## config.mk

```make
export PLATFORM = sky130hd
export DESIGN_NAME = ufb_config
export DESIGN_NICKNAME = d
export VERILOG_FILES = /design/src/core/ufb_pkg.sv /design/src/core/ufb_config.sv
export SDC_FILE = /design/constraint.sdc
export NUM_CORES = 1
export LEC_CHECK = 0
export BUFFER_PORTS_ARGS = -buffer_cell sky130_fd_sc_hd__buf_2
export CAP_MARGIN = 25
export CORE_MARGIN = 3
export CORE_UTILIZATION = 63
export CTS_BUF_LIST = sky130_fd_sc_hd__clkbuf_8
export DETAILED_ROUTE_END_ITERATION = 12
export GPL_TIMING_DRIVEN = 0
export PLACE_DENSITY = 0.89
export SLEW_MARGIN = 0
export SYNTH_ARGS = -nofsm -noshare
export SYNTH_HDL_FRONTEND = slang
export SYNTH_SLANG_ARGS = --single-unit
export TNS_END_PERCENT = 30
```

## constraint.sdc

```tcl
create_clock -name clk -period 6.4 [get_ports clk]
set_clock_uncertainty 0.15 [all_clocks]
set_input_delay 1.28 -clock clk [delete_from_list [all_inputs] [get_ports clk]]
set_output_delay 1.28 -clock clk [all_outputs]
set_load 0.02 [all_outputs]
```

## src/core/ufb_pkg.sv

```systemverilog
// package for the serial frame, baud and infrared configuration block
// assumes a 32-bit apb master and word-aligned register slots (byte address = 4 * index)
package ufb_pkg;

  // register indexes; byte address is four times the index
  localparam logic [5:0] REG_STATUS = 6'h04;
  localparam logic [5:0] REG_RXTX   = 6'h06;
  localparam logic [5:0] REG_FRAME  = 6'h07;
  localparam logic [5:0] REG_BAUDL  = 6'h08;
  localparam logic [5:0] REG_BAUDH  = 6'h09;
  localparam logic [5:0] REG_DEBUG  = 6'h0b;
  localparam logic [5:0] REG_EVIN   = 6'h0c;
  localparam logic [5:0] REG_TX_PULSE_LENGTH   = 6'h0d;
  localparam logic [5:0] REG_RX_PULSE_LENGTH   = 6'h0e;

  // reset values
  localparam logic [7:0]  FRAME_RESET = 8'h03;
  localparam logic [7:0]  RXTX_RESET  = 8'h00;
  localparam logic [15:0] BAUD_RESET  = 16'h0000;
  localparam logic [7:0]  BYTE_RESET  = 8'h00;

  // field masks and positions
  localparam logic [7:0] FRAME_SPI_MASK = 8'hc6;  // mode, bit order, clock phase
  localparam logic [7:0] RX_PULSE_LENGTH_MASK      = 8'h7f;
  localparam logic [7:0] RXTX_MASK      = 8'hc7;  // receiver, transmitter, rx mode, filter
  localparam int         ST_PARITY_ERROR_FLAG        = 0;
  localparam int         ST_SYNC_FAIL   = 1;
  localparam int         ST_SYNC_OK     = 2;
  localparam int         ST_RUN         = 3;

  // infrared pulse coding
  localparam logic [7:0] TX_PULSE_LENGTH_FRACTION = 8'h00;  // 3/16 of a bit period
  localparam logic [7:0] TX_PULSE_LENGTH_BYPASS   = 8'hff;
  localparam logic [1:0] PULSE_NUM     = 2'h3;
  localparam int         PULSE_SHIFT   = 4;

  // lin sync character check
  localparam logic [7:0] SYNC_CHAR    = 8'h55;
  localparam logic [4:0] SYNC_PAIR    = 5'd16;
  localparam logic [4:0] SYNC_TOL     = 5'd3;
  localparam logic [4:0] SYNC_PAIR_LO = SYNC_PAIR - SYNC_TOL;
  localparam logic [4:0] SYNC_PAIR_HI = SYNC_PAIR + SYNC_TOL;

  typedef enum logic [1:0] {CM_ASYNC = 2'h0, CM_SYNC = 2'h1, CM_IR = 2'h2, CM_MASTER_SPI_MODE = 2'h3} ufb_comm_mode_select_e;
  typedef enum logic [1:0] {PAR_OFF = 2'h0, PAR_RSVD = 2'h1, PAR_EVEN = 2'h2, PAR_ODD = 2'h3} ufb_parity_e;
  typedef enum logic [1:0] {RXM_NORMAL = 2'h0, RXM_DOUBLE = 2'h1, RXM_GEN = 2'h2, RXM_LIN = 2'h3} ufb_rxmode_e;
  typedef enum logic [2:0] {CS_5 = 3'h0, CS_6 = 3'h1, CS_7 = 3'h2, CS_8 = 3'h3,
                            CS_R4 = 3'h4, CS_R5 = 3'h5, CS_9L = 3'h6, CS_9H = 3'h7} ufb_csize_e;

  // configuration handed to the shift engines
  typedef struct packed {
    ufb_comm_mode_select_e  comm_mode_select;
    ufb_parity_e parity_select;
    logic        stop_bit_select;
    ufb_csize_e  char_size;
    logic        spi_bit_order;
    logic        spi_clock_phase;
    ufb_rxmode_e rx_mode;
    logic        lin_constrained_autobaud;
    logic        multiproc_address_filter;
    logic        receiver_enable_bit;
    logic        transmitter_enable_bit;
  } ufb_cfg_s;

  // one received character from the receive engine
  typedef struct packed {
    logic       valid;
    logic [8:0] data;
    logic       parity_bit;
    logic       addr_bit;
  } ufb_rx_frame_s;

  // lin sync measurement from the receive engine
  typedef struct packed {
    logic       done;
    logic [7:0] char_val;
    logic [4:0] pair_min;
    logic [4:0] pair_max;
  } ufb_sync_s;

endpackage : ufb_pkg

```

## src/core/ufb_config.sv

```systemverilog
// configuration, baud prescaler, parity, address filter and infrared stage of a serial transceiver
// assumes shift engines outside use cfg, baud_tick and the parity and accept pulses; apb master outside
//
// Summary of operation
// RULE1: receiver mode 0x3 selects lin constrained auto-baud from break and sync.
// RULE2: address filter set discards frames without address bit; transmitter unaffected.
// RULE3: mode 0 async, 1 sync, 2 infrared, 3 master spi with spi field layout.
// RULE4: parity field 0 off, 1 reserved, 2 even, 3 odd.
// RULE5: with parity on, transmitter appends parity; receiver flags mismatches.
// RULE6: stop bit select gives one or two transmit stop bits; receiver ignores it.
// RULE7: character size 5 to 8 bits, 4-5 reserved, 6-7 nine bits low/high first.
// RULE8: spi bit order 0 msb first, 1 lsb first, both directions.
// RULE9: spi clock phase picks leading or trailing sampling edge.
// RULE10: baud divisor 16 bits, low byte at offset, high byte one above.
// RULE11: any baud write reloads the prescaler at once.
// RULE12: debug run 0 halts and ignores events while cpu halted; 1 keeps running.
// RULE13: event input enable feeds infrared receiver from event, cutting the receive pin.
// RULE14: pulse length only acts in infrared mode; zero gives 3/16 bit pulses.
// RULE15: pulse length 1 to 254 gives that many clock periods from baud edge.
// RULE16: pulse length 255 disables coding; signals pass unaltered.
// RULE17: software programs transmit pulse length before enabling the transmitter.
// RULE18: lin sync valid only if bit pairs are 16 +-3 samples and char is 0x55.
// RULE19: receive pulse length zero disables filter; x needs x+1 equal samples.
// RULE20: software programs receive pulse length before enabling the receiver.
//
// Implementation choice: register access over APB.
`timescale 1ns/1ns

module ufb_config
  import ufb_pkg::*;
(
  // clock, reset, enable
  input  wire logic          clk,
  input  wire logic          rst_b,
  input  wire logic          ce,
  // apb slave
  input  wire logic          psel,
  input  wire logic          penable,
  input  wire logic          pwrite,
  input  wire logic [7:0]    paddr,
  input  wire logic [31:0]   pwdata,
  output logic      [31:0]   prdata,
  output logic               pready,
  output logic               pslverr,
  // debug
  input  wire logic          cpu_halted,
  // engine side
  output ufb_cfg_s           cfg,
  output logic               baud_tick,
  output logic               engine_run,
  input  wire logic [8:0]    tx_data,
  output logic               tx_parity_bit,
  input  ufb_rx_frame_s      rx_frame,
  output logic               rx_accept,
  input  ufb_sync_s          sync_meas,
  output logic               sync_ok,
  output logic               sync_fail,
  // infrared stage
  input  wire logic          rxd_pin,
  input  wire logic          ir_event_in,
  input  wire logic          txd_raw,
  output logic               txd_pin,
  output logic               rx_to_engine
);

  typedef enum logic {AP_IDLE = 1'b0, AP_RESP = 1'b1} ufb_apb_e;

  ufb_apb_e    apb_state;
  logic [7:0]  frame_reg;
  logic [7:0]  rxtx_reg;
  logic [15:0] baud_divisor;
  logic        run_in_debug_halt;
  logic        ir_event_input_enable;
  logic [7:0]  tx_pulse_length;
  logic [6:0]  rx_pulse_length;
  logic        parity_error_flag;
  logic        sync_fail_flag;
  logic        sync_ok_flag;
  logic [15:0] baud_cnt;
  logic [15:0] pulse_cnt;
  logic [7:0]  filt_cnt;
  logic [31:0] next_prdata;
  logic [5:0]  idx;
  logic        wr;
  logic        run;
  logic        adv;
  logic        ir_mode;
  logic        ir_coding;
  logic        rx_src;
  logic [17:0] frac_len;
  logic [15:0] pulse_len;
  logic        rx_par_calc;
  logic        rx_par_err;
  logic        sync_good;
  logic [7:0]  status_rd;

  // parity of the data bits that the character size actually carries
  function automatic logic data_parity(input logic [8:0] d, input logic [2:0] sz);
    logic [8:0] m;
    m = 9'h1ff;
    case (sz)
      CS_5:    m = 9'h01f;
      CS_6:    m = 9'h03f;
      CS_7:    m = 9'h07f;
      CS_8:    m = 9'h0ff;
      default: m = 9'h1ff;
    endcase
    return ^(d & m);
  endfunction : data_parity

  // decode of the current access
  assign idx     = paddr[7:2];
  assign wr      = psel && penable && pwrite && pready;
  assign run     = run_in_debug_halt || !cpu_halted;      // see RULE12
  assign adv     = ce && run;
  assign ir_mode = (cfg.comm_mode_select == CM_IR);
  assign ir_coding = ir_mode && (tx_pulse_length != TX_PULSE_LENGTH_BYPASS);  // see RULE14 see RULE16

  // configuration view; the spi layout reuses the frame register bits
  assign cfg.comm_mode_select         = ufb_comm_mode_select_e'(frame_reg[7:6]);            // see RULE3
  assign cfg.parity_select            = ufb_parity_e'(frame_reg[5:4]);           // see RULE4
  assign cfg.stop_bit_select          = frame_reg[3];                            // see RULE6
  assign cfg.char_size                = ufb_csize_e'(frame_reg[2:0]);            // see RULE7
  assign cfg.spi_bit_order            = frame_reg[2];                            // see RULE8
  assign cfg.spi_clock_phase          = frame_reg[1];                            // see RULE9
  assign cfg.rx_mode                  = ufb_rxmode_e'(rxtx_reg[2:1]);
  assign cfg.lin_constrained_autobaud = (rxtx_reg[2:1] == RXM_LIN);              // see RULE1
  assign cfg.multiproc_address_filter = rxtx_reg[0];
  assign cfg.receiver_enable_bit      = rxtx_reg[7];
  assign cfg.transmitter_enable_bit   = rxtx_reg[6];

  // status word: sticky flags plus live run state
  always_comb
  begin
    status_rd               = 8'h00;
    status_rd[ST_PARITY_ERROR_FLAG]      = parity_error_flag;
    status_rd[ST_SYNC_FAIL] = sync_fail_flag;
    status_rd[ST_SYNC_OK]   = sync_ok_flag;
    status_rd[ST_RUN]       = engine_run;
  end

  // read mux; unmapped words read zero and raise pslverr
  always_comb
  begin
    next_prdata = 32'h0000_0000;
    case (idx)
      REG_STATUS: next_prdata[7:0] = status_rd;
      REG_RXTX:   next_prdata[7:0] = rxtx_reg;
      REG_FRAME:  next_prdata[7:0] = (frame_reg[7:6] == CM_MASTER_SPI_MODE) ? (frame_reg & FRAME_SPI_MASK) : frame_reg;
      REG_BAUDL:  next_prdata[7:0] = baud_divisor[7:0];
      REG_BAUDH:  next_prdata[7:0] = baud_divisor[15:8];
      REG_DEBUG:  next_prdata[0]   = run_in_debug_halt;
      REG_EVIN:   next_prdata[0]   = ir_event_input_enable;
      REG_TX_PULSE_LENGTH:   next_prdata[7:0] = tx_pulse_length;
      REG_RX_PULSE_LENGTH:   next_prdata[6:0] = rx_pulse_length;
      default:    next_prdata = 32'h0000_0000;
    endcase
  end

  // apb handshake: one wait state, answer registered in the access phase
  always_ff @(posedge clk or negedge rst_b)
  begin
    if (!rst_b)
    begin
      apb_state <= AP_IDLE;
      pready    <= 1'b0;
      pslverr   <= 1'b0;
      prdata    <= 32'h0000_0000;
    end
    else if (ce)
    begin
      case (apb_state)
        AP_IDLE:
        begin
          if (psel && penable)
          begin
            apb_state <= AP_RESP;
            pready    <= 1'b1;
            prdata    <= pwrite ? 32'h0000_0000 : next_prdata;
            pslverr   <= !(idx inside {REG_STATUS, REG_RXTX, REG_FRAME, REG_BAUDL, REG_BAUDH,
                                       REG_DEBUG, REG_EVIN, REG_TX_PULSE_LENGTH, REG_RX_PULSE_LENGTH});
          end
        end
        AP_RESP:
        begin
          apb_state <= AP_IDLE;
          pready    <= 1'b0;
          pslverr   <= 1'b0;
        end
        default:
        begin
          apb_state <= AP_IDLE;
          pready    <= 1'b0;
        end
      endcase
    end
  end

  // software-written configuration; takes effect at the completing edge only
  always_ff @(posedge clk or negedge rst_b)
  begin
    if (!rst_b)
    begin
      frame_reg             <= FRAME_RESET;
      rxtx_reg              <= RXTX_RESET;
      baud_divisor          <= BAUD_RESET;
      run_in_debug_halt     <= 1'b0;
      ir_event_input_enable <= 1'b0;
      tx_pulse_length       <= BYTE_RESET;
      rx_pulse_length       <= 7'h00;
    end
    else if (ce && wr)
    begin
      case (idx)
        REG_RXTX:  rxtx_reg <= pwdata[7:0] & RXTX_MASK;
        REG_FRAME: frame_reg <= pwdata[7:0];                  // see RULE3
        REG_BAUDL: baud_divisor[7:0] <= pwdata[7:0];          // see RULE10
        REG_BAUDH: baud_divisor[15:8] <= pwdata[7:0];         // see RULE10
        REG_DEBUG: run_in_debug_halt <= pwdata[0];
        REG_EVIN:  ir_event_input_enable <= pwdata[0];
        REG_TX_PULSE_LENGTH:  tx_pulse_length <= pwdata[7:0];            // see RULE17
        REG_RX_PULSE_LENGTH:  rx_pulse_length <= pwdata[6:0] & RX_PULSE_LENGTH_MASK[6:0];  // see RULE20
        default:   rxtx_reg <= rxtx_reg;
      endcase
    end
  end

  // live run indication for engines and status
  always_ff @(posedge clk or negedge rst_b)
  begin
    if (!rst_b)
      engine_run <= 1'b0;
    else if (ce)
      engine_run <= run;                                       // see RULE12
  end

  // baud prescaler; a baud write restarts the count, corrupting a frame in flight by design
  always_ff @(posedge clk or negedge rst_b)
  begin
    if (!rst_b)
    begin
      baud_cnt  <= 16'h0000;
      baud_tick <= 1'b0;
    end
    else if (ce && wr && (idx == REG_BAUDL || idx == REG_BAUDH))
    begin
      baud_cnt  <= 16'h0000;                                   // see RULE11
      baud_tick <= 1'b0;
    end
    else if (adv)
    begin
      baud_tick <= (baud_cnt >= baud_divisor);
      baud_cnt  <= (baud_cnt >= baud_divisor) ? 16'h0000 : baud_cnt + 16'h0001;
    end
    else if (ce)
      baud_tick <= 1'b0;                                       // halted: no bit edges
  end

  // transmit parity for the engine; reserved setting behaves as no parity
  always_ff @(posedge clk or negedge rst_b)
  begin
    if (!rst_b)
      tx_parity_bit <= 1'b0;
    else if (adv)
      tx_parity_bit <= cfg.parity_select[1]
                       && (data_parity(tx_data, frame_reg[2:0]) ^ (cfg.parity_select == PAR_ODD));  // see RULE5
  end

  // receive check: address filter first, then parity of kept frames
  assign rx_par_calc = data_parity(rx_frame.data, frame_reg[2:0]) ^ (cfg.parity_select == PAR_ODD);
  assign rx_par_err  = rx_frame.valid && !(cfg.multiproc_address_filter && !rx_frame.addr_bit)
                       && cfg.parity_select[1] && (rx_par_calc != rx_frame.parity_bit);

  always_ff @(posedge clk or negedge rst_b)
  begin
    if (!rst_b)
      rx_accept <= 1'b0;
    else if (ce)
      rx_accept <= adv && rx_frame.valid && !(cfg.multiproc_address_filter && !rx_frame.addr_bit);  // see RULE2
  end

  // lin sync: constrained bit-pair lengths and the fixed sync character
  assign sync_good = (sync_meas.char_val == SYNC_CHAR) && (sync_meas.pair_min >= SYNC_PAIR_LO)
                     && (sync_meas.pair_max <= SYNC_PAIR_HI);

  always_ff @(posedge clk or negedge rst_b)
  begin
    if (!rst_b)
    begin
      sync_ok   <= 1'b0;
      sync_fail <= 1'b0;
    end
    else if (ce)
    begin
      sync_ok   <= adv && sync_meas.done && cfg.lin_constrained_autobaud && sync_good;   // see RULE18
      sync_fail <= adv && sync_meas.done && cfg.lin_constrained_autobaud && !sync_good;  // see RULE18
    end
  end

  // sticky status flags: write one clears, a new event in the same cycle wins
  always_ff @(posedge clk or negedge rst_b)
  begin
    if (!rst_b)
    begin
      parity_error_flag <= 1'b0;
      sync_fail_flag    <= 1'b0;
      sync_ok_flag      <= 1'b0;
    end
    else if (ce)
    begin
      parity_error_flag <= (adv && rx_par_err) ||
                           (parity_error_flag && !(wr && idx == REG_STATUS && pwdata[ST_PARITY_ERROR_FLAG]));  // see RULE5
      sync_fail_flag    <= sync_fail || (sync_fail_flag && !(wr && idx == REG_STATUS && pwdata[ST_SYNC_FAIL]));
      sync_ok_flag      <= sync_ok || (sync_ok_flag && !(wr && idx == REG_STATUS && pwdata[ST_SYNC_OK]));
    end
  end

  // infrared transmit pulse width; the fraction never drops below one clock
  assign frac_len  = ({2'b00, baud_divisor} * {16'h0000, PULSE_NUM}) >> PULSE_SHIFT;
  assign pulse_len = (tx_pulse_length == TX_PULSE_LENGTH_FRACTION)
                     ? ((frac_len[15:0] == 16'h0000) ? 16'h0001 : frac_len[15:0])   // see RULE14
                     : {8'h00, tx_pulse_length};                                     // see RULE15

  // a zero bit gives one low pulse starting at the bit edge; idle line stays high
  always_ff @(posedge clk or negedge rst_b)
  begin
    if (!rst_b)
    begin
      pulse_cnt <= 16'h0000;
      txd_pin   <= 1'b1;
    end
    else if (adv)
    begin
      if (!ir_coding)
      begin
        pulse_cnt <= 16'h0000;
        txd_pin   <= txd_raw;                                  // see RULE16
      end
      else if (baud_tick && !txd_raw)
      begin
        pulse_cnt <= pulse_len - 16'h0001;                     // see RULE15
        txd_pin   <= 1'b0;
      end
      else if (pulse_cnt != 16'h0000)
        pulse_cnt <= pulse_cnt - 16'h0001;
      else
        txd_pin <= 1'b1;
    end
  end

  // receive source: event channel replaces the pin; a halted block ignores events
  assign rx_src = ir_event_input_enable ? (ir_event_in && run) : rxd_pin;          // see RULE13

  // glitch filter: the new level must repeat x+1 times before it is passed on
  always_ff @(posedge clk or negedge rst_b)
  begin
    if (!rst_b)
    begin
      filt_cnt     <= 8'h00;
      rx_to_engine <= 1'b1;
    end
    else if (adv)
    begin
      if (!ir_coding || rx_pulse_length == 7'h00)
      begin
        filt_cnt     <= 8'h00;
        rx_to_engine <= rx_src;                                // see RULE19
      end
      else if (rx_src == rx_to_engine)
        filt_cnt <= 8'h00;
      else if (filt_cnt >= {1'b0, rx_pulse_length})
      begin
        filt_cnt     <= 8'h00;
        rx_to_engine <= rx_src;                                // see RULE19
      end
      else
        filt_cnt <= filt_cnt + 8'h01;
    end
  end

  // checks
  property p_apb_answer;
    @(posedge clk) disable iff (!rst_b)
    (ce && psel && penable && !pready && apb_state == AP_IDLE) |=> pready;
  endproperty
  a_apb_answer: assert property (p_apb_answer) else $error("apb access not answered");

  property p_lin_mode;
    @(posedge clk) disable iff (!rst_b)
    (ce && wr && idx == REG_RXTX && pwdata[2:1] == 2'h3) |=> cfg.lin_constrained_autobaud;
  endproperty
  a_lin_mode: assert property (p_lin_mode) else $error("lin mode decode wrong");  // see RULE1

  property p_addr_filter;
    @(posedge clk) disable iff (!rst_b)
    (ce && rx_frame.valid && cfg.multiproc_address_filter && !rx_frame.addr_bit) |=> !rx_accept;
  endproperty
  a_addr_filter: assert property (p_addr_filter) else $error("frame without address accepted");  // see RULE2

  property p_parity_flag;
    @(posedge clk) disable iff (!rst_b)
    (adv && rx_frame.valid && rx_frame.addr_bit && cfg.parity_select == PAR_ODD && frame_reg[2:0] == 3'h3
     && (~^rx_frame.data[7:0]) != rx_frame.parity_bit) |=> parity_error_flag;
  endproperty
  a_parity_flag: assert property (p_parity_flag) else $error("parity mismatch not flagged");  // see RULE5

  property p_baud_reload;
    @(posedge clk) disable iff (!rst_b)
    (ce && wr && idx == REG_BAUDL) |=> (baud_cnt == 16'h0000 && baud_divisor[7:0] == $past(pwdata[7:0]));
  endproperty
  a_baud_reload: assert property (p_baud_reload) else $error("baud write did not reload");  // see RULE11

  property p_debug_halt;
    @(posedge clk) disable iff (!rst_b)
    (!run_in_debug_halt && cpu_halted && !wr) |=> $stable(baud_cnt);
  endproperty
  a_debug_halt: assert property (p_debug_halt) else $error("prescaler ran while halted");  // see RULE12

  property p_tx_bypass;
    @(posedge clk) disable iff (!rst_b)
    (adv && tx_pulse_length == 8'hff) |=> (txd_pin == $past(txd_raw));
  endproperty
  a_tx_bypass: assert property (p_tx_bypass) else $error("bypass altered transmit line");  // see RULE16

  property p_fixed_pulse;
    @(posedge clk) disable iff (!rst_b)
    (ce && run && ir_mode && tx_pulse_length == 8'h04 && baud_tick && !txd_raw && pulse_cnt == 16'h0000)
      ##1 (ce && run && !baud_tick)[*4] |-> !txd_pin ##1 txd_pin;
  endproperty
  a_fixed_pulse: assert property (p_fixed_pulse) else $error("fixed pulse length wrong");  // see RULE15

  property p_sync_char;
    @(posedge clk) disable iff (!rst_b)
    (adv && sync_meas.done && cfg.lin_constrained_autobaud && sync_meas.char_val != 8'h55) |=> (sync_fail && !sync_ok);
  endproperty
  a_sync_char: assert property (p_sync_char) else $error("bad sync character accepted");  // see RULE18

  property p_event_input;
    @(posedge clk) disable iff (!rst_b)
    (adv && ir_event_input_enable && run && (!ir_coding || rx_pulse_length == 7'h00)) |=> (rx_to_engine == $past(ir_event_in));
  endproperty
  a_event_input: assert property (p_event_input) else $error("event input not used");  // see RULE13

endmodule : ufb_config

```

==> results of run 1 <==
==> worst reg2reg max path, delay by kind of cell (launching register included) <==
kind                       cells  cell delay (ps)
buffers and inverters          1              150
and+or+nand+nor                4             1080
adders and majority gates      2              650
DFF                            1              460
xor gates and xnor gates       2              390
AOI/OAI and AO/OA              6             1200
==> cell families (layout without fill, tap and decap cells) <==
group | after synthesis | in the layout | share of synthesized area, %
other | 1 | 24 | 0.0479
DFF | 108 | 108 | 34.6
adders and majority gates | 43 | 43 | 6.87
and+or+nand+nor | 277 | 277 | 18.2
xor gates and xnor gates | 38 | 38 | 4.25
buffers and inverters | 100 | 212 | 6.37
AOI/OAI and AO/OA | 260 | 260 | 23.1
muxes | 47 | 47 | 6.57
==> routing by layer <==
layer / routed length, um / vias up
met4: 546 / 0
met1: 8640 / 3507
li1: - / 3457
met2: 9820 / 363
met3: 1670 / 58
met5: 0 / -
==> report_power, final <==
part	switching [W]	internal, W
registers	0.0000307	0.000710
clock network	0.000266	0.000192
logic	0.000194	0.000124
==> metrics by stage <==
stage          utilization (%)  total power, W  area, um2  hold slack [ps]  cells
3_5_place_dp              71.6         0.00106       8640              319   1161
5_1_grt                   73.4         0.00158       8860              369   1177
3_3_place_gp              71.3         0.00106       8590              315   1158
4_1_cts                   73.4         0.00151       8860              342   1177
6_report                  73.4         0.00152       8860              338   1177
2_1_floorplan                -        0.000959       7920              295    897
==> worst min path at each step <==
stage             startpoint             to  slack (ps)  cells after the start
2_1_floorplan      apb_state         pready         290                      1
3_3_place_gp   tx_parity_bit  tx_parity_bit         310                      2
3_5_place_dp   tx_parity_bit  tx_parity_bit         320                      2
4_1_cts        tx_parity_bit  tx_parity_bit         340                      2
5_1_grt            apb_state        pslverr         370                      1
6_report       tx_parity_bit  tx_parity_bit         340                      2
==> cell type report <==
cell class              instances  share of cell area (%)
plain buffers                  56                    3.77
flip-flops and latches        108                    30.6
repair buffers                 96                    5.76
clock buffers                   9                    1.40
multi-input cells             689                    53.2
well taps                     168                    2.37
clock inverters                 7                    1.06
inverters                      44                    1.86
==> Yosys cell counts (all sizes together) (3+ instances only) <==
library cell | count | area share, %
and3 | 19 | 1.5
clkbuf | 21 | 1.0
a211oi | 12 | 1.2
nand4 | 9 | 0.72
o221ai | 7 | 0.78
o31ai | 4 | 0.38
nand2 | 83 | 4.0
mux2i | 12 | 1.5
ha | 43 | 6.9
dfstp | 4 | 1.3
o211a | 3 | 0.38
nor2 | 42 | 2.1
xnor2 | 30 | 3.4
dfrtp | 104 | 33
nand2b | 13 | 1.0
nand3b | 3 | 0.29
nand3 | 34 | 2.2
o21ai | 82 | 5.3
mux2 | 35 | 5.0
nor2b | 3 | 0.24
o211ai | 6 | 0.58
a21o | 21 | 2.0
o21a | 8 | 0.77
a21oi | 42 | 3.0
or4 | 4 | 0.38
nor3b | 7 | 0.73
a2111oi | 6 | 0.83
and2 | 5 | 0.40
nor3 | 16 | 1.0
xor2 | 8 | 0.89
a22oi | 4 | 0.38
a22o | 14 | 1.6
o22ai | 10 | 0.80
nor4bb | 3 | 0.38
a31oi | 12 | 1.4
a221oi | 9 | 1.2
a211o | 3 | 0.34
inv | 44 | 2.1
or2 | 3 | 0.24
buf | 35 | 3.3
or3 | 13 | 1.1
nor4 | 14 | 1.2
==> results.md, run 1 <==
- In this run, synthesis inferred 0 flip-flops with an integrated enable.
- The multi-input combinational cells in the finished layout cover a total of 4710 um2.
- For this design, the slowest cell found on the critical path is sky130_fd_sc_hd__dfrtp_1.
- The summed instance area of the synthesized netlist is 7830 um2.
- In this run the standard cell core region covers 12100 um2.
- Clock tree synthesis inserted a total of 9 buffers.
- Before antenna repair, the detailed router went through 6 iterations.
- Summed over all layers, the routed wires come to 20700 um.
- The number of warnings reported in the yosys synthesis log is 0.
- The origin of the critical flop-to-flop path is baud_divisor[10].
- The sequential cell area is 2710 um2.
- The proportion of synthesized flip-flops having asynchronous set or reset is 100%.
- The fraction of the cycle the final worst path needs is 65.1%.
- The worst path buffer plus inverter count is 1.
- Following the worst setup path forward leads to its endpoint at pulse_cnt[10].
- The most used flip-flop cell after synthesis is sky130_fd_sc_hd__dfrtp_1.
- The global-route wire length before repair is 34100 um.
- Buffers placed on the I/O ports in this run total 93.
- The actual slew at the worst max-slew pin is 838 ps.
- The TritonCTS clock tree is yes.
- Global routing used 49.0% of the available met2 tracks.
- Measured along the y axis, the die boundary spans 118 um.
- The depth of the CTS H-tree is 3.
- During I/O placement, the number of pins put on the boundary was 148.
- The total routing resource utilization after global routing is 29.8%.
- The final weighted congestion in routability-driven placement is 0.958.
- The worst setup path is launched from a flop.
- The total overflow left after global routing is 0.
- The total via count after detailed routing is 7385.
- The count of endpoints failing hold in the final timing report is 0.
- The mean area per synthesized cell is 8.96 um2.
- Traced cell by cell, the critical path runs through ha_1, a21oi_1, o21ai_0, or3_1, o22ai_1, xnor2_1, and4_1, buf_4, nor2_1, ha_1, o2111a_1, nor3b_2, a21boi_1, xor2_1, o21ai_1.
- The routed wire length per instance is 17.6 um.
- Synthesis produced 874 cells.
- Derived from the worst setup path, the maximum achievable clock frequency is 240 MHz.
- Once the clock tree was built, the resizer swapped 0 gates to a different size.
- The largest single stage delay on the critical path is 460 ps.
- The clock reaches the later pin of the worst-skew pair after 400 ps.
- The maximum vdd ir drop is 0.248 mV.
- STA classifies the critical path endpoint as a flop.
- The setup violation total in the final timing report is 0.
- The kind of cell with the highest combined delay along the critical path is compound AO/OA/AOI/OAI gates.
- The worst hold path belongs to the class reg2reg.
- Entering global routing, the biggest net connects 68 pins.
- Of all nets on the critical path, the largest fanout is 6.
- For this design, the sink count on the clock tree is 108.
- Max-cap violations in this run came to 0.
- The global routing stage identified its most utilized layer as met2.
- The number of global-route vias before repair is 6811.
- Counting the fill cells in the layout gives 855.
- Global routing consumed, on the met3 layer, 4.61% of the routing resources.
- The die footprint is 13800 um2.
- For the worst setup path, the data required time is 6530 ps.
- The flow ran to the end, and the final reports show no timing, DRC or antenna violations.
- Once detail routing completed, the nets flagged for antenna violations numbered 0.
- The ratio of cells with drive above 1 in the final layout is 21.0%.
- The initial core utilization is 64.9%.
- The number of pins exceeding their max-slew limit in the final report came to 0.
- The capturing point of the worst reg2reg path is pulse_cnt[10].
- Counting flops and latches in the post-synthesis netlist gives 108.
- By instance count, the cell type seen most on the critical path is sky130_fd_sc_hd__ha_1.
- The initial antenna violation count is 0.
- For this run, global-route usage on met1 was measured as 40.4%.
- The worst pin sits at a relative slew slack of 43.5%.
- The number of nets in the layout is 1137.
- The share of synthesized area occupied by flip-flops and latches is 34.6%.
- After clock tree synthesis, the setup repair step added 0 buffers.
- The count of distinct cell types in the synthesized netlist is 78.
- The leakage component of the power is 4.33 nW.
- In this run the clock root is driven by a sky130_fd_sc_hd__clkbuf_8.
- The number of diodes added for antenna fixing is 0.
- For flop-to-flop paths, the worst setup slack is 2230 ps.
- Compared with the post-synthesis result, the final layout area differs by 13.1%.
- After layout, the minimum clock period comes to 4170 ps.
- Setup repair after global routing left no endpoint under its margin.
- After clock tree synthesis, the clock-pin slew on the worst setup and hold paths is 110 ps.
- The largest registers in the layout are baud_cnt: 16 flops, baud_divisor: 16 flops, pulse_cnt: 16 flops.
- The site row count is 40.
- The logic depth of the worst register-to-register path is 15.
- The post-layout worst setup margin is 2230 ps.
- Summed over all nets, the half-perimeter wirelength after detailed placement is 15600 um.
- Data on the critical path arrives at its endpoint at 4300 ps.
- The post-placement setup slack is 2290 ps.
- The number of DRC markers after the initial detailed-route iteration is 913.
- The type of the setup path with the least slack is reg2reg.
- After routing, the total negative slack on setup checks comes to 0 ps.
- Leaving out fill and tap cells, the most frequent cell in the layout is sky130_fd_sc_hd__dfrtp_1.
- The top cell types in the final layout, fill and taps aside, are sky130_fd_sc_hd__dfrtp_1 (104), sky130_fd_sc_hd__buf_2 (96), sky130_fd_sc_hd__nand2_1 (83), sky130_fd_sc_hd__o21ai_0 (77), sky130_fd_sc_hd__inv_1 (44).
- The power density over cell area is 171 nW/um2.
- The number of DRC violations after detailed routing is 0.
- The vias per cell is 6.27.
- No sink is reached through more buffers than the 2 on the longest clock path.
- The total of hold buffers inserted after clock tree synthesis is 0.
- Counting buffers and inverters, the worst setup path is 15 cells deep.
- The critical path starts at baud_divisor[10].
- The die is 118 um wide.
No activity file was read; power rests on OpenSTA's default activity.
==> run 2: changes to the inputs <==
--- a/config.mk
+++ b/config.mk
@@ -5,14 +5,15 @@
 export SDC_FILE = /design/constraint.sdc
 export NUM_CORES = 1
 export LEC_CHECK = 0
+export ABC_AREA = 1
 export BUFFER_PORTS_ARGS = -buffer_cell sky130_fd_sc_hd__buf_2
 export CAP_MARGIN = 25
 export CORE_MARGIN = 3
-export CORE_UTILIZATION = 63
+export CORE_UTILIZATION = 53
 export CTS_BUF_LIST = sky130_fd_sc_hd__clkbuf_8
 export DETAILED_ROUTE_END_ITERATION = 12
 export GPL_TIMING_DRIVEN = 0
-export PLACE_DENSITY = 0.89
+export PLACE_DENSITY = 0.8
 export SLEW_MARGIN = 0
 export SYNTH_ARGS = -nofsm -noshare
 export SYNTH_HDL_FRONTEND = slang
==> constraint.sdc (replaced) <==
create_clock -name clk -period 3.43 [get_ports clk]
set_clock_uncertainty 0.15 [all_clocks]
set_input_delay 0.686 -clock clk [delete_from_list [all_inputs] [get_ports clk]]
set_output_delay 0.686 -clock clk [all_outputs]
set_load 0.02 [all_outputs]
==> run 2 against run 1 <==
Effect of this change: worst setup slack lost 2000 ps; hold slack got worse by 250 ps; die area grew 18%; total power up 84%; sequential power grew 79%; via count up 5.1%; maximum frequency up 31%; cell area increased by 2.0%; synthesized area barely moved; register-to-register slack got worse by 2000 ps; critical path depth up 8; critical endpoint is now pulse_cnt[12]; largest power group unchanged.
==> results.md, run 2 <==
- The depth of the CTS H-tree is 3 (unchanged).
- The ratio of cells with drive above 1 in the final layout came to 16.5% (-4.5 points).
- The number of synthesized flops with an enable pin was 0 (unchanged).
- The global-route congestion overflow total is 0 (unchanged).
- Leaving out fill and tap cells, the most frequent cells in the layout are sky130_fd_sc_hd__nand2_1 (277), sky130_fd_sc_hd__inv_1 (173), sky130_fd_sc_hd__buf_2 (97), sky130_fd_sc_hd__dfrtp_1 (97), sky130_fd_sc_hd__nor2_1 (89).
- The top-level port count came to 148 (unchanged).
- The origin of the critical flop-to-flop path is baud_divisor[4].
- The fill cell instance count of the final layout is 1266 (+48%).
- Grouping stages by cell kind, the critical path spends the most delay in simple AND/OR/NAND/NOR gates.
- The number of buffers added on ports is 95 (+2.2%).
- The overall routed net length is 21700 um (+5.0%).
- The largest registers in the layout are baud_cnt: 16 flops, baud_divisor: 16 flops, pulse_cnt: 16 flops.
- The post-placement setup slack is -76.2 ps (-2360 ps).
- The post-synthesis to final-layout area growth is 15.4%.
- The initial antenna violation count came to 0 (unchanged).
- The global-route wire length before repair is 34900 um (+2.6%).
- The critical path startpoint category is a flop.
- The number of warnings reported in the yosys synthesis log was 0 (unchanged).
- The number of global-route vias before repair is 7409 (+8.8%).
- The setup violation total in the final timing report is 0 (unchanged).
- The leakage component of the power is 4.58 nW (+5.7%).
- The combinational group share of total power is 20.1% (-0.9 points).
- The count of endpoints failing hold in the final timing report is 0 (unchanged).
- The site row count is 43 (+7.5%).
- The most common cell after layout, fill and taps aside is sky130_fd_sc_hd__nand2_1.
- The initial core utilization is 55.3% (-9.6 points).
- Setup repair after global routing could not meet its margin everywhere.
- The power spent charging and discharging nets is 0.000856 W (+74%).
- The count of clock tree sinks came to 108 (unchanged).
- The total routing resource utilization after global routing is 26.8% (-3.0 points).
- The clock latency at the later pin of the worst-skew pair is 400 ps (about the same).
- The endpoint required time on the critical path is 3550 ps (-2980 ps).
- The proportion of synthesized flip-flops having asynchronous set or reset was 100% (unchanged).
- The internal power contribution was 0.00194 W (+89%).
- The normalized max-slew margin was 56.7% (+13 points).
- The fraction of the cycle the final worst path needs was 93.0% (+28 points).
- The worst path buffer plus inverter count is 2 (+1).
- The power density over cell area came to 309 nW/um2 (+81%).
- Walking the worst path, the cells encountered are ha_1, nand2_1, nand2_1, nand2_1, nand2_1, inv_1, nand2_1, nand2_1, nand3_1, nand2_1, nor2_1, nand2_1, nor2_1, nand2_1, nand2_2, a21oi_4, ha_2, inv_2, nor2_4, nand4_1, nand2_1, o21ai_1, o21ai_1.
- The number of DRC violations after detailed routing is 0 (unchanged).
- The mean area per synthesized cell is 7.10 um2 (-21%).
- The cell sitting at the root of the clock tree is a sky130_fd_sc_hd__clkbuf_8.
- The most used flip-flop cell after synthesis is sky130_fd_sc_hd__dfrtp_1.
- The routed wire length per instance was 15.3 um (-13%).
- The run finished with clean final reports.
- The number of diodes added for antenna fixing was 0 (unchanged).
- The upper clock frequency limit came to 314 MHz (+31%).
- The number of pins exceeding their max-slew limit in the final report is 0 (unchanged).
- The share of total power in sequential cells is 47.6% (-1.2 points).
- The most numerous cell type found on the critical path is sky130_fd_sc_hd__nand2_1.
- TritonCTS built the clock tree.
- The top fanout value on the critical path came to 4 (-2).
- The path type of the worst min-delay path is in2async.
- The vias per cell is 5.47 (-13%).
- The gate count after technology mapping is 1103 (+26%).
- The number of DRC markers after the initial detailed-route iteration is 457 (-50%).
- The placeable core region is 14100 um2 (+17%).
- The max-cap check violation count is 0 (unchanged).
- The summed instance area of the synthesized netlist is 7830 um2 (about the same).
- The share of the core filled with cells is 63.9% (-9.6 points).
- The cell with the most instances after synthesis is sky130_fd_sc_hd__nand2_1.
- The share of synthesized area occupied by flip-flops and latches is 34.6% (about the same).
- The deepest clock path buffer count came to 2 (unchanged).
- The die height is 128 um (+8.5%).
- The critical path's largest stage delay is 460 ps (about the same).
- The flip-flop and latch count after synthesis is 108 (unchanged).
- The setup path with the least slack is of type reg2reg.
- The total negative slack for setup checks was 0 ps (unchanged).
- The top cell type by total area after synthesis is sky130_fd_sc_hd__dfrtp_1.
- The top-area cell type share of the netlist area is 33.2% (about the same).
- The fraction of power consumed by the clock network was 32.4% (+2.2 points).
- The maximum vdd ir drop is 0.203 mV (-18%).
- The number of nets in the layout is 1367 (+20%).
- The commonest cells after synthesis are sky130_fd_sc_hd__nand2_1 (279), sky130_fd_sc_hd__inv_1 (173), sky130_fd_sc_hd__dfrtp_1 (104).
- The smallest hold slack is 86.8 ps (-251 ps).
- The worst-path cell with the longest stage delay is sky130_fd_sc_hd__dfrtp_2.
- The actual slew at the worst max-slew pin is 649 ps (-189 ps).
- The fraction of power spent switching nets is 30.6% (-1.7 points).
- The final critical-path required period is 3190 ps (-976 ps).
- The count of distinct cell types in the synthesized netlist was 55 (-29%).
- Sorting the synthesized cells by area gives the leading types as sky130_fd_sc_hd__dfrtp_1 (33%), sky130_fd_sc_hd__nand2_1 (13%), sky130_fd_sc_hd__inv_1 (8.3%), sky130_fd_sc_hd__ha_1 (6.9%), sky130_fd_sc_hd__o21ai_0 (5.6%).
- The number of nets with antenna violations after routing is 0 (unchanged).
- The critical path starts at baud_divisor[4].
- STA classifies the critical path endpoint as a flop.
- The clock-pin slew on the worst setup and hold paths is 110 ps (about the same).
- The die span in x came to 128 um (+8.5%).
- The number of cells after detailed placement is 1402 (+21%).
- The CTS buffer count is 9 (unchanged).
- The pin count of the biggest net entering global routing was 74 (+8.8%).
- The post-layout worst setup margin is 240 ps (-1990 ps).
- The total via count after detailed routing came to 7762 (+5.1%).
- The data arrival time of the worst path is 3310 ps (-990 ps).
- The final instance count without filler cells came to 1419 (+21%).
- The number of iterations in the first detailed-routing pass is 5 (-1).
- The HPWL reported at the end of detailed placement is 16600 um (+6.4%).
- The die footprint is 16300 um2 (+18%).
- The final weighted congestion in routability-driven placement is 0.941 (-1.8%).
-- run 2: logic make-up after synthesis --
logic type	after synthesis	share of synthesized area [%]
other cells	1	0.0479
compound gates	212	15.9
buf+inv	219	11.9
simple gates	476	25.8
xor+xnor	44	4.92
flops	108	34.6
fa+ha+maj	43	6.87
-- run 2: worst register-to-register path: stages (launching register included) --
cell	delay, ps
sky130_fd_sc_hd__dfrtp_2	460
sky130_fd_sc_hd__ha_1	390
sky130_fd_sc_hd__nand2_1	100
sky130_fd_sc_hd__nand2_1	110
sky130_fd_sc_hd__nand2_1	60
sky130_fd_sc_hd__nand2_1	70
sky130_fd_sc_hd__inv_1	40
sky130_fd_sc_hd__nand2_1	80
sky130_fd_sc_hd__nand2_1	100
sky130_fd_sc_hd__nand3_1	90
sky130_fd_sc_hd__nand2_1	80
sky130_fd_sc_hd__nor2_1	110
sky130_fd_sc_hd__nand2_1	60
sky130_fd_sc_hd__nor2_1	120
sky130_fd_sc_hd__nand2_1	80
sky130_fd_sc_hd__nand2_2	100
sky130_fd_sc_hd__a21oi_4	70
sky130_fd_sc_hd__ha_2	200
sky130_fd_sc_hd__inv_2	100
sky130_fd_sc_hd__nor2_4	50
sky130_fd_sc_hd__nand4_1	130
sky130_fd_sc_hd__nand2_1	70
sky130_fd_sc_hd__o21ai_1	170
sky130_fd_sc_hd__o21ai_1	90
-- run 2: path summary, 6_finish.rpt --
check | cells past startpoint | end | slack (ps)
max in group asynchronous | 2 | frame_reg[0] | 2270
min | 1 | pulse_cnt[0] | 90
min reg2reg | 2 | tx_parity_bit | 340
max | 23 | pulse_cnt[12] | 240
min in group clk | 2 | tx_parity_bit | 340
max reg2reg | 23 | pulse_cnt[12] | 240
-- run 2: power by group through the flow --
stage,registers (W),clock network (W),logic (W)
2_1_floorplan,0.00136,0,0.000353
3_3_place_gp,0.00135,0,0.000522
3_5_place_dp,0.00135,0,0.000536
4_1_cts,0.00133,0.000913,0.000548
5_1_grt,0.00133,0.000968,0.000629
6_report,0.00133,0.000905,0.000561
-- run 2: metal layers --
| layer | share of wire (%) | global-route usage (%) | vias to the layer above | wire [um] |
|---|---|---|---|---|
| met5 | 0 | 0 | - | 0 |
| met3 | 7.5 | 4.72 | 64 | 1630 |
| met4 | 4.7 | 13.1 | 0 | 1010 |
| li1 | - | - | 3809 | - |
| met2 | 46 | 44.7 | 333 | 10100 |
| met1 | 41 | 33.5 | 3556 | 8980 |
-- run 2: cell type report --
cell class | count | area (um2) | share of cell area (%)
Multi-Input combinational cell | 799 | 4430 | 49.0
Sequential cell | 108 | 2720 | 30.1
Inverter | 178 | 673 | 7.45
Timing Repair Buffer | 97 | 513 | 5.68
Buffer | 41 | 255 | 2.82
Tap cell | 180 | 225 | 2.49
Clock inverter | 6 | 86.3 | 0.955
Clock buffer | 10 | 138 | 1.52
-- run 2: through the flow --
stage          power (W)  instance area, um2
2_1_floorplan    0.00172                7920
3_3_place_gp     0.00187                8620
3_5_place_dp     0.00189                8650
4_1_cts          0.00279                8880
5_1_grt          0.00293                9040
6_report         0.00280                9040
-- run 2: repair_timing --
| action | 4_1_cts | 5_1_grt |
|---|---|---|
| buffers inserted | 1 | 0 |
| pin swaps | 1 | 1 |
| gates resized for setup | 1 | 32 |
| hold endpoints to repair | 0 | 0 |
| hold buffers | 0 | 0 |
| cloned | 0 | 0 |
| endpoints found under the setup margin | 4 | 5 |
==> run 3: changes to the inputs <==
--- a/config.mk
+++ b/config.mk
@@ -5,7 +5,7 @@
 export SDC_FILE = /design/constraint.sdc
 export NUM_CORES = 1
 export LEC_CHECK = 0
-export ABC_AREA = 1
+export ABC_AREA = 0
 export BUFFER_PORTS_ARGS = -buffer_cell sky130_fd_sc_hd__buf_2
 export CAP_MARGIN = 25
 export CORE_MARGIN = 3
@@ -13,6 +13,7 @@
 export CTS_BUF_LIST = sky130_fd_sc_hd__clkbuf_8
 export DETAILED_ROUTE_END_ITERATION = 12
 export GPL_TIMING_DRIVEN = 0
+export MAX_ROUTING_LAYER = met4
 export PLACE_DENSITY = 0.8
 export SLEW_MARGIN = 0
 export SYNTH_ARGS = -nofsm -noshare
==> run 3 against run 2 <==
Effect of this change: the flow now finishes with violations (negative setup slack); combinational power up 14%; first-iteration DRC count up 30%; die area about the same; worst setup slack worse by 490 ps; wire length up 2.0%; clock power down 2%; register-to-register slack worse by 490 ps; hold slack better by 75 ps; maximum frequency down 13%; critical path depth down 8; highest routed layer unchanged.
==> results.md, run 3 (same netlist as run 1, synthesis figures left out) <==
- The run finished, with violations left.
- The final reports fail on negative setup slack.
- The routed wire length per instance is 18.3 um (+20%).
- The upper clock frequency limit is 272 MHz (-13%).
- The depth of the CTS H-tree came to 3 (unchanged).
- The site row count is 43 (unchanged).
- The wire length on met3 was 1880 um (+16%).
- The most frequent cell on the critical path is sky130_fd_sc_hd__a211oi_2.
- The smallest hold slack was 162 ps (+74.8 ps).
- TritonCTS built the clock tree.
- The number of nets with antenna violations after routing is 0 (unchanged).
- The number of DRC violations after detailed routing is 0 (unchanged).
- The number of DRC markers after the initial detailed-route iteration is 595 (+30%).
- The total via count after detailed routing was 7391 (-4.8%).
- The count of endpoints failing hold in the final timing report was 0 (unchanged).
- The number of buffers added on ports is 93 (-2.1%).
- The initial antenna violation count is 0 (unchanged).
- The worst path buffer plus inverter count is 1 (-1).
- The global-route congestion overflow total is 0 (unchanged).
- The die footprint is 16300 um2 (about the same).
- The global-route wire length before repair was 34500 um (-1.4%).
- The top fanout value on the critical path is 4 (unchanged).
- The highest metal layer carrying signal wires in the routed design is met4.
- The number of iterations in the first detailed-routing pass is 5 (unchanged).
- The worst register-to-register path begins at baud_divisor[2].
- By startpoint and endpoint, the worst setup path is classified as reg2reg.
- The total of hold buffers inserted after clock tree synthesis is 0 (unchanged).
- The most critical setup path has its startpoint at baud_divisor[2].
- The die span in x is 128 um (about the same).
- The final weighted congestion in routability-driven placement is 0.954 (+1.4%).
- The fraction of power spent switching nets is 31.2% (+0.64 points).
- Relative to the synthesized area, the layout overhead comes to 19.1%.
- The total negative slack for setup checks is -942 ps (-942 ps).
- The fraction of the cycle the final worst path needs was 107% (+14 points).
- The ratio of cells with drive above 1 in the final layout is 27.1% (+11 points).
- The kind of capture point of the worst setup path is a flop.
- The maximum vdd ir drop is 0.362 mV (+79%).
- The endpoint required time on the critical path came to 3580 ps (+30 ps).
- The total routing resource utilization after global routing is 27.1% (+0.35 points).
- Setup repair after global routing could not meet its margin everywhere.
- The leakage component of the power is 4.46 nW (-2.5%).
- The slowest stage of the critical path belongs to the cell sky130_fd_sc_hd__dfrtp_2.
- The number of nets in the layout was 1157 (-15%).
- The number of global-route vias before repair came to 6770 (-8.6%).
- The setup violation total in the final timing report is 8 (+8).
- The CTS buffer count was 9 (unchanged).
- The pin count of the biggest net entering global routing is 60 (-19%).
- The actual slew at the worst max-slew pin is 915 ps (+266 ps).
- The critical path's largest stage delay is 480 ps (+20 ps).
- The share of the core filled with cells is 65.9% (+2.1 points).
- The share of total power in sequential cells is 47.5% (about the same).
- The HPWL reported at the end of detailed placement is 16100 um (-2.9%).
- The overall routed net length was 22100 um (+2.0%).
- The data arrival time of the worst path is 3830 ps (+520 ps).
- Broken down by cell family, the worst path's largest delay share belongs to compound AO/OA/AOI/OAI gates.
- The count of clock tree sinks is 108 (unchanged).
- The critical path goes through ha_4, nand4_1, a21o_1, a2111oi_4, a211oi_2, a211oi_2, and4_4, nor2_4, ha_2, o2111a_2, nor3b_4, buf_4, o211ai_1, nand2_1, a22o_1.
- The internal power contribution came to 0.00201 W (+3.4%).
- The cell at the root of the clock tree is sky130_fd_sc_hd__clkbuf_8.
- The fraction of power consumed by the clock network is 30.5% (-1.9 points).
- The normalized max-slew margin is 38.4% (-18 points).
- The post-layout worst setup margin is -249 ps (-490 ps).
- The routed length on met1 was 9240 um (+2.9%).
- In the layout the commonest cells are sky130_fd_sc_hd__buf_2 (94), sky130_fd_sc_hd__dfrtp_1 (93), sky130_fd_sc_hd__nand2_1 (80), sky130_fd_sc_hd__o21ai_0 (72), sky130_fd_sc_hd__buf_4 (50).
- The deepest clock path buffer count is 2 (unchanged).
- The post-placement setup slack is -605 ps (-529 ps).
- The number of diodes added for antenna fixing was 0 (unchanged).
- The worst hold path belongs to the class in2async.
- The placeable core region came to 14100 um2 (unchanged).
- The clock latency at the later pin of the worst-skew pair came to 400 ps (about the same).
- In the final layout, the registers with the most flip-flops are baud_cnt: 16 flops, baud_divisor: 16 flops, pulse_cnt: 16 flops.
- The number of pins exceeding their max-slew limit in the final report is 0 (unchanged).
- The length of routed met2 wiring was 10700 um (+6.3%).
- The max-cap check violation count was 0 (unchanged).
- The power spent charging and discharging nets is 0.000911 W (+6.5%).
- The die height is 128 um (about the same).
- The combinational group share of total power came to 21.9% (+1.8 points).
- The fill cell instance count of the final layout was 1156 (-8.7%).
- The initial core utilization is 55.4% (about the same).
- The library cell used most frequently in the layout, excluding fill and tap cells, is sky130_fd_sc_hd__buf_2.
- The vias per cell was 6.11 (+12%).
- The top-level port count is 148 (unchanged).
- The final critical-path required period is 3680 ps (+490 ps).
- The worst setup path is launched from a flop.
- The post-route total power is 0.00292 W (+4.3%).
- The clock-pin slew on the worst setup and hold paths was 110 ps (about the same).
- The power density over cell area is 313 nW/um2 (+1.0%).
[run 3: final cells by class]
| class | count | area, um2 | area share, % |
|---|---|---|---|
| sequential | 108 | 2720 | 29.2 |
| timing repair buffer | 118 | 676 | 7.24 |
| clock inverter | 7 | 97.6 | 1.05 |
| buffer | 54 | 325 | 3.49 |
| inverter | 44 | 165 | 1.77 |
| multi-input combinational | 689 | 5000 | 53.6 |
| tap | 180 | 225 | 2.41 |
| clock buffer | 9 | 124 | 1.33 |
[run 3: metrics by stage]
stage	instances	area, um2
after floorplan	897	8020
after global placement	1170	8710
after detailed placement	1172	8750
after CTS	1200	9210
after global routing	1209	9330
final	1209	9330
[run 3: final timing paths]
| path | cells past startpoint | endpoint | slack [ps] |
|---|---|---|---|
| min reg2reg | 2 | tx_parity_bit | 340 |
| min in group clk | 2 | tx_parity_bit | 340 |
| max | 15 | pulse_cnt[15] | -250 |
| min | 1 | pulse_cnt[8] | 160 |
| max reg2reg | 15 | pulse_cnt[15] | -250 |
| max in group asynchronous | 2 | frame_reg[1] | 2170 |
[run 3: worst reg2reg max path: cells and delay by family, from the launching register on]
| family | cells | cell delay [ps] |
|---|---|---|
| and+or+nand+nor | 5 | 780 |
| DFF | 1 | 480 |
| AOI/OAI and AO/OA | 7 | 1500 |
| adders and majority gates | 2 | 510 |
| buffers and inverters | 1 | 180 |
[run 3: what timing repair did]
item / CTS / global route
gates resized for setup: 37 / 15
setup buffers: 12 / 10
setup endpoints to repair: 8 / 12
pin swaps: 16 / 16
[run 3: metal layers]
metal | track usage [%] | vias up
met4 | 5.55 | 0
met2 | 42.4 | 328
met5 | - | -
met3 | 6.98 | 28
li1 | - | 3487
met1 | 36.0 | 3548
[run 3: power groups by stage]
stage	logic (W)	clock network [W]	registers, W
2_1_floorplan	0.000389	0	0.00141
3_3_place_gp	0.000580	0	0.00141
3_5_place_dp	0.000596	0	0.00141
4_1_cts	0.000619	0.000892	0.00138
5_1_grt	0.000699	0.000941	0.00139
6_report	0.000640	0.000890	0.00139
